==> src/verilog/strap_two_map.vh <==
// Contract
// - Config-complete pulses reset, latches strap values
// - Bit15 forced-100 link loss disables transmitter
// - Bit6 selects shortened parallel-detect link time
// - Fast/robust crossover mode forces bit6 set
// - Bit5 forces full duplex versus forced partner
// - Bit5 clear: standard duplex resolution
// - Bit4 lights LED only on 100 full-duplex
// - Bit3 isolates outputs on 100 half-duplex link
// - Bit2 set (default) detects idle symbol errors
// - Bit2 clear ignores idle symbol errors
// - Bit1 clear extends odd-nibble enable as error
// - Bit0 picks receive clock versus crystal reference
`ifndef STRAP_TWO_MAP_VH
`define STRAP_TWO_MAP_VH
`define SS1_OFFSET      5'h09
`define SS2_OFFSET      5'h0a
`define SS1_DONE_BIT    15
`define SS1_FASTX_BIT   6
`define SS1_ROBX_BIT    5
`define SS2_PEERDROP    15
`define SS2_FASTPD      6
`define SS2_EXTFD       5
`define SS2_LEDQ        4
`define SS2_ISO         3
`define SS2_IDLEERR     2
`define SS2_ODDDIS      1
`define SS2_RXCLK       0
`define SS1_RESET       16'h0000
`define SS2_RESET       16'h0104
`define SS2_WMASK       16'hffff
`endif

==> src/verilog/phy_soft_strap_bank_two.v <==
`timescale 1ns/100ps
`default_nettype none
`include "strap_two_map.vh"
module phy_soft_strap_bank_two
(
    input  wire        sys_clk,
    input  wire        sys_rst,
    input  wire [4:0]  reg_addr,
    input  wire [15:0] reg_wdata,
    input  wire        reg_wr,
    input  wire        reg_rd,
    output reg  [15:0] reg_rdata,
    output reg         strap_reset_pulse,
    input  wire        forced_100,
    input  wire        link_up,
    input  wire        link_100,
    input  wire        link_full,
    input  wire        partner_forced_100,
    input  wire        autoneg_or_forced_100,
    input  wire        rx_idle,
    input  wire        rx_symbol_err,
    input  wire        tx_en_in,
    input  wire        tx_odd_nibble,
    output reg         tx_disable,
    output reg         fast_parallel_detect,
    output reg         duplex_full,
    output reg         link_led,
    output reg         output_isolate,
    output reg         idle_symbol_error,
    output reg         tx_en_out,
    output reg         tx_err_out,
    output reg         rx_ref_is_rx_clk
);
    // Strap one is kept whole; only config-done and the crossover bits act in this block
    reg  [15:0] one_reg;
    reg  [15:0] one_next;
    reg  [15:0] two_reg;
    reg  [15:0] two_next;
    reg  [15:0] latched_reg;
    reg  [15:0] latched_next;
    reg         done_seen_reg;
    reg         done_seen_next;
    reg         pulse_next;
    reg  [15:0] rdata_next;
    reg         tx_disable_next;
    reg         fast_pd_next;
    reg         duplex_next;
    reg         led_next;
    reg         isolate_next;
    reg         idle_err_next;
    reg         tx_en_next;
    reg         tx_err_next;
    reg         rx_ref_next;

    wire        wr_one;
    wire        wr_two;
    wire        done_set;
    wire        fast_x_now;
    wire        fast_x_new;
    wire [15:0] fast_pd_mask;
    wire [15:0] two_view;
    wire [15:0] two_latch_view;
    wire        link_fast;
    wire        full_now;
    wire        odd_drop;

    assign wr_one         = reg_wr && (reg_addr == `SS1_OFFSET);
    assign wr_two         = reg_wr && (reg_addr == `SS2_OFFSET);
    assign done_set       = wr_one && reg_wdata[`SS1_DONE_BIT] && !done_seen_reg;
    assign fast_pd_mask   = 16'h0001 << `SS2_FASTPD;
    assign fast_x_now     = one_reg[`SS1_FASTX_BIT] | one_reg[`SS1_ROBX_BIT];
    // The done write may carry the crossover mode as well, so the latch looks at the
    // bus word; the strap-one copy only takes that word on the same edge
    assign fast_x_new     = reg_wdata[`SS1_FASTX_BIT] | reg_wdata[`SS1_ROBX_BIT];
    assign two_view       = fast_x_now ? (two_reg | fast_pd_mask) : two_reg;
    assign two_latch_view = fast_x_new ? (two_reg | fast_pd_mask) : two_reg;
    assign link_fast      = link_up && link_100;
    assign full_now       = (latched_reg[`SS2_EXTFD] && autoneg_or_forced_100
                             && partner_forced_100) ? 1'b1 : link_full;
    assign odd_drop       = !latched_reg[`SS2_ODDDIS] && tx_en_out && !tx_en_in
                            && tx_odd_nibble && !tx_err_out;

    // All sixteen bits of strap two are writable, reserved ones included
    always @*
    begin
        one_next = one_reg;
        two_next = two_reg;
        if (wr_one)
        begin
            one_next = reg_wdata;
        end
        if (wr_two)
        begin
            two_next = reg_wdata & `SS2_WMASK;
        end
    end

    // Config-complete is a one-shot per reset; later done writes neither pulse nor relatch
    always @*
    begin
        done_seen_next = done_seen_reg;
        latched_next   = latched_reg;
        pulse_next     = 1'b0;
        if (done_set)
        begin
            done_seen_next = 1'b1;
            latched_next   = two_latch_view;
            pulse_next     = 1'b1;
        end
    end

    // Read data stand for one cycle only and are zero otherwise
    always @*
    begin
        rdata_next = 16'h0000;
        if (reg_rd)
        begin
            case (reg_addr)
                `SS1_OFFSET: rdata_next = one_reg;
                `SS2_OFFSET: rdata_next = two_view;
                default:     rdata_next = 16'h0000;
            endcase
        end
    end

    // Datapath qualifiers act on the latched straps, never on the live register copy
    always @*
    begin
        tx_disable_next = latched_reg[`SS2_PEERDROP] && forced_100 && !link_up;
        fast_pd_next    = latched_reg[`SS2_FASTPD];
        duplex_next     = full_now;
        if (latched_reg[`SS2_LEDQ])
        begin
            led_next = link_fast && full_now;
        end
        else
        begin
            led_next = link_up;
        end
        isolate_next    = latched_reg[`SS2_ISO] && link_fast && !full_now;
        idle_err_next   = latched_reg[`SS2_IDLEERR] && rx_idle
                          && rx_symbol_err;
        rx_ref_next     = latched_reg[`SS2_RXCLK];
    end

    // Odd-nibble drop: hold the enable one more cycle and flag it as an error;
    // the error term in odd_drop stops a second stretch on the following cycle
    always @*
    begin
        tx_en_next  = tx_en_in;
        tx_err_next = 1'b0;
        if (odd_drop)
        begin
            tx_en_next  = 1'b1;
            tx_err_next = 1'b1;
        end
    end

    always @(posedge sys_clk)
    begin
        if (sys_rst)
        begin
            one_reg <= `SS1_RESET;
            two_reg <= `SS2_RESET;
        end
        else
        begin
            one_reg <= one_next;
            two_reg <= two_next;
        end
    end

    always @(posedge sys_clk)
    begin
        if (sys_rst)
        begin
            latched_reg       <= `SS2_RESET;
            done_seen_reg     <= 1'b0;
            strap_reset_pulse <= 1'b0;
        end
        else
        begin
            latched_reg       <= latched_next;
            done_seen_reg     <= done_seen_next;
            strap_reset_pulse <= pulse_next;
        end
    end

    // Kept apart so the read path can be retimed without touching the straps
    always @(posedge sys_clk)
    begin
        if (sys_rst)
        begin
            reg_rdata <= 16'h0000;
        end
        else
        begin
            reg_rdata <= rdata_next;
        end
    end

    // Every qualifier leaves a flop, so the datapath never sees a glitch
    always @(posedge sys_clk)
    begin
        if (sys_rst)
        begin
            tx_disable           <= 1'b0;
            fast_parallel_detect <= 1'b0;
            duplex_full          <= 1'b0;
            link_led             <= 1'b0;
            output_isolate       <= 1'b0;
            idle_symbol_error    <= 1'b0;
            tx_en_out            <= 1'b0;
            tx_err_out           <= 1'b0;
            rx_ref_is_rx_clk     <= 1'b0;
        end
        else
        begin
            tx_disable           <= tx_disable_next;
            fast_parallel_detect <= fast_pd_next;
            duplex_full          <= duplex_next;
            link_led             <= led_next;
            output_isolate       <= isolate_next;
            idle_symbol_error    <= idle_err_next;
            tx_en_out            <= tx_en_next;
            tx_err_out           <= tx_err_next;
            rx_ref_is_rx_clk     <= rx_ref_next;
        end
    end
endmodule // phy_soft_strap_bank_two
`default_nettype wire

==> config.mk <==
export PLATFORM = sky130hd
export DESIGN_NAME = phy_soft_strap_bank_two
export DESIGN_NICKNAME = d
export VERILOG_FILES = /design/src/verilog/phy_soft_strap_bank_two.v
export VERILOG_INCLUDE_DIRS = /design/src /design/src/verilog
export SDC_FILE = /design/constraint.sdc
export NUM_CORES = 1
export LEC_CHECK = 0
export BUFFER_PORTS_ARGS = -buffer_cell sky130_fd_sc_hd__buf_2
export CORE_MARGIN = 2
export CORE_UTILIZATION = 45
export CTS_BUF_LIST = sky130_fd_sc_hd__clkbuf_4
export DETAILED_ROUTE_END_ITERATION = 16
export HOLD_SLACK_MARGIN = 0.03
export PLACE_DENSITY = 0.77
export SLEW_MARGIN = 20
export SYNTH_ARGS = -nofsm -noshare
export SYNTH_HDL_FRONTEND = slang
export SYNTH_SLANG_ARGS = --single-unit
==> constraint.sdc <==
create_clock -name sys_clk -period 1.56 [get_ports sys_clk]
set_input_delay 0.234 -clock sys_clk [delete_from_list [all_inputs] [get_ports sys_clk]]
set_output_delay 0.234 -clock sys_clk [all_outputs]
set_load 0.02 [all_outputs]
### After elaboration in Yosys (flattened, before gate mapping)

Cells that the tools add are included.

| cells by class | value |
|---|---|
| bitwise logic cells | 3 |
| eq/ne operators | 2 |
| mux-type cells | 8 |
| reduce and logical (&&, ||, !) cells | 25 |

Operator list:

| kind | count |
|---|---|
| 16-bit case mux with 2 select lines | 1 |
| 1-bit logical AND | 18 |
| 7-bit 2-to-1 mux | 2 |
| 5-bit by 4-bit == test with 1-bit output (second input constant) | 2 |
| 1-bit zero test | 6 |
| 1-bit 2-to-1 mux | 5 |
| 1-bit bitwise OR | 2 |
| 2-bit OR reduction | 1 |
| 1-bit inverter | 1 |

| word-level totals | value |
|---|---|
| bits of input ports | 35 |
| output and inout port bits | 26 |
| flip-flop bits (word level) | 75 |

### Logic depth before layout (Yosys ltp)

| depth | value |
|---|---|
| word-level depth | 6 |
| depth in mapped cells | 5 |

### Least setup slack after synthesis

OpenSTA, ideal clock, no wires.

| path | value |
|---|---|
| path kind | in2reg |
| start | input reg_addr[4] |
| end | register two_reg[10] |
| cell stages on the path | 5 |
| library setup time | 132 ps |
| setup slack | 451 ps |
| arrival | 976 ps |
| path through | nor4bb_1 -> buf_4 -> buf_6 -> a21bo_2 -> a21oi_1 |

| between the ends | value |
|---|---|
| word-level cells in the longest chain between the ends | 2 |

Ends and longest elaborated chain:

| element | line | source |
|---|---|---|
| start, declared | phy_soft_strap_bank_two.v:8 | `input wire [4:0] reg_addr,` |
| 5-bit by 4-bit == test with 1-bit output | n/a |  |
| 1-bit logical AND | phy_soft_strap_bank_two.v:68 | `` assign wr_two = reg_wr && (reg_addr == `SS2_OFFSET); `` |
| end signal, assigned | phy_soft_strap_bank_two.v:164 | `` two_reg <= `SS2_RESET; `` |
| end signal, assigned | phy_soft_strap_bank_two.v:169 | `two_reg <= two_next;` |
| end, declared | phy_soft_strap_bank_two.v:37 | `reg [15:0] two_reg;` |

No other way between the ends.
A chain may end at the register's enable or synchronous reset.

### Worst setup path after layout

| path | value |
|---|---|
| start | register tx_err_out |
| end | output tx_err_out |

RTL lines:

| element | line | source |
|---|---|---|
| start, declared | phy_soft_strap_bank_two.v:31 | `output reg tx_err_out,` |
| start signal, assigned | phy_soft_strap_bank_two.v:226 | `tx_err_out <= tx_err_next;` |

No word-level cell between the ends.

==> results.json <==
{
  "status": "finished clean",
  "post-route-period-util_pct": 73.4,
  "required_ns": 1.33,
  "p_switching_uw": 710,
  "io_buffers": 60,
  "pwr-share-clk_pct": 35.2,
  "dieWidth_um": 79.9,
  "synth_cells": 284,
  "grt_overflow_total": 0,
  "netlist_area_um2": 2590,
  "grt_pass1_wl_um": 9690,
  "p_per_area_nw_per_um2": 969,
  "p_seq_share_pct": 57.1,
  "synthFlopType": "dfxtp_1",
  "top_usage_layer": "met2",
  "arrival_ns": 0.91,
  "avgRoutedWirePerCell_um": 14.3,
  "wl_um": 5960,
  "insertion_delay_ns": 0.39,
  "met1_usage_pct": 23.8,
  "slowest_delay_ns": 0.35,
  "track_usage_pct": 19.7,
  "endpoint_kind": "output port",
  "use_met2_pct": 31.5,
  "cts-resized-gates": 0,
  "layout-drive-gt1-share_pct": 26.7,
  "nets": 375,
  "synth-seq-cells": 67,
  "synth_edf_count": 0,
  "die_area_um2": 6380,
  "diodes": 0,
  "pin_count": 61,
  "gp_congestion": 0.816,
  "hpwl_um": 3730,
  "worst-path-buf-inv": 1,
  "die_y_um": 79.9,
  "cts_buffer_depth": 2,
  "vdd_drop_max_mv": 0.516,
  "cts_max_level": 3,
  "drtIter0Drc": 129,
  "grt_pass1_vias": 2215,
  "core_area_um2": 5540,
  "multi_input_area_um2": 1120,
  "slowest_stage": "dfxtp_1",
  "seq_area_frac_synth_pct": 51.8,
  "antenna_found_initial": 0,
  "first_pass_iters": 4,
  "cap_viol_max_count": 0,
  "mostFrequentLayoutCells": "67 x dfxtp_1, 60 x buf_2, 56 x nand3_1, 38 x a21oi_1, 21 x nand2_1",
  "row_count": 27,
  "relSlewSlack_pct": 55.5,
  "met3_usage_pct": 3.96,
  "regArea_um2": 1340,
  "post_cts_buffers": 0,
  "syn-num-nets": 319,
  "setup_tns_ns": 0,
  "cp_top_family": "flip-flops",
  "postRouteAntennaNets": 0,
  "nFillCells": 521,
  "async_flop_share_pct": 0,
  "hold_buffers": 2,
  "clk_pin_slew_ns": 0.11,
  "crit_type": "reg2out",
  "syn2layout_area_growth_pct": 20.4,
  "hold_class": "in2reg",
  "p_leak_uw": 0.00129,
  "drc": 0,
  "internal-power_uw": 2310,
  "dp_cells": 399,
  "dr_total_vias": 2292,
  "initial_utilization_pct": 46.7,
  "clk_root_buffer_cell": "clkbuf_4",
  "layout_commonest_cell": "dfxtp_1",
  "max_freq_ghz": 0.873,
  "layout_min_cycle_time_ns": 1.15,
  "path_max_fanout": 2,
  "final_core_util_pct": 56.3,
  "rsz0062_at_grt": "no",
  "start_kind": "flip-flop",
  "setup_violations": 0,
  "maxSlewViolCount": 0,
  "power.share.combinational_pct": 7.7,
  "grt_max_degree": 36,
  "ys_types": 33,
  "routed_via_density": 5.51,
  "hold_viol_final": 0,
  "cp_cell_sequence": "buf_2",
  "yosys_warnings": 0,
  "clock-sinks": 67,
  "cts_made_buffers": 9,
  "postPlaceCellArea_um2": 2970,
  "cts_tree": "yes",
  "worstMarginPinSlew_ns": 0.668,
  "avgSynthCellArea_um2": 9.12,
  "postLayoutCellArea_um2": 3120,
  "finClkSkew_ns": 0.0135,
  "fin_cells": 416,
  "switching_share_pct": 23.5
}
cell usage after synthesis (3+ instances only):
cell       number  area [um2]
o21ai_0        17        85.1
nor2b_1         6        37.5
clkbuf_1        4        15.0
dfxtp_1        67        1340
a21oi_1        38         190
buf_6           3        33.8
mux2i_1        13         130
inv_1           4        15.0
a21bo_2         5        50.1
nand3_1        56         280
nand2_1        21        78.8
nand4bb_1       3        33.8
nor3_1          3        15.0
nor2_1          5        18.8
buf_2          15        75.1
power by group through the flow:
stage | registers (uW) | logic (uW) | clock network (uW)
floorplan | 1770 | 110 | 0
global placement | 1770 | 223 | 0
detailed placement | 1770 | 225 | 0
CTS | 1730 | 231 | 1090
global route | 1730 | 251 | 1160
finish | 1730 | 232 | 1060
per-stage QoR:
stage	hold slack, ns	setup WS (ns)	power (uW)
detailed placement	0.418	0.112	1990
global route	0.0581	0.358	3140
floorplan	0.311	0.451	1880
global placement	0.410	0.144	1990
finish	0.0649	0.415	3020
CTS	0.0434	0.397	3050
tightest hold or removal path: cells and delay by family:
| kind | cells | cell delay [ns] |
|---|---|---|
| buf+inv | 1 | 0.09 |
| simple gates | 2 | 0.09 |
per-layer routing:
metal  vias up  wire (um)
li1       1112          -
met1      1087       2560
met2        77       2840
met3        16        384
met4         0        174
met5         -          0
cells by family after synthesis:
group                  share of synthesized area (%)
buffers and inverters                           5.80
muxes                                           5.02
DFF                                             51.8
AOI/OAI and AO/OA                               15.7
and+or+nand+nor                                 21.6
path summary, 6_finish.rpt:
path                   from          endpoint  slack, ns  cells past startpoint
max              tx_err_out        tx_err_out       0.41                      1
min              forced_100        tx_disable       0.06                      3
max reg2reg   done_seen_reg    latched_reg[6]       0.51                      3
min reg2reg  latched_reg[0]  rx_ref_is_rx_clk       0.44                      2
cell type report:
cell class / count / area share, %
sequential: 67 / 43.0
multi-input combinational: 189 / 36.1
timing repair buffer: 69 / 13.6
tap: 72 / 2.89
clock buffer: 11 / 2.65
clock inverter: 4 / 1.36
inverter: 4 / 0.481
Note: power is estimated with default switching activity, not from simulation.
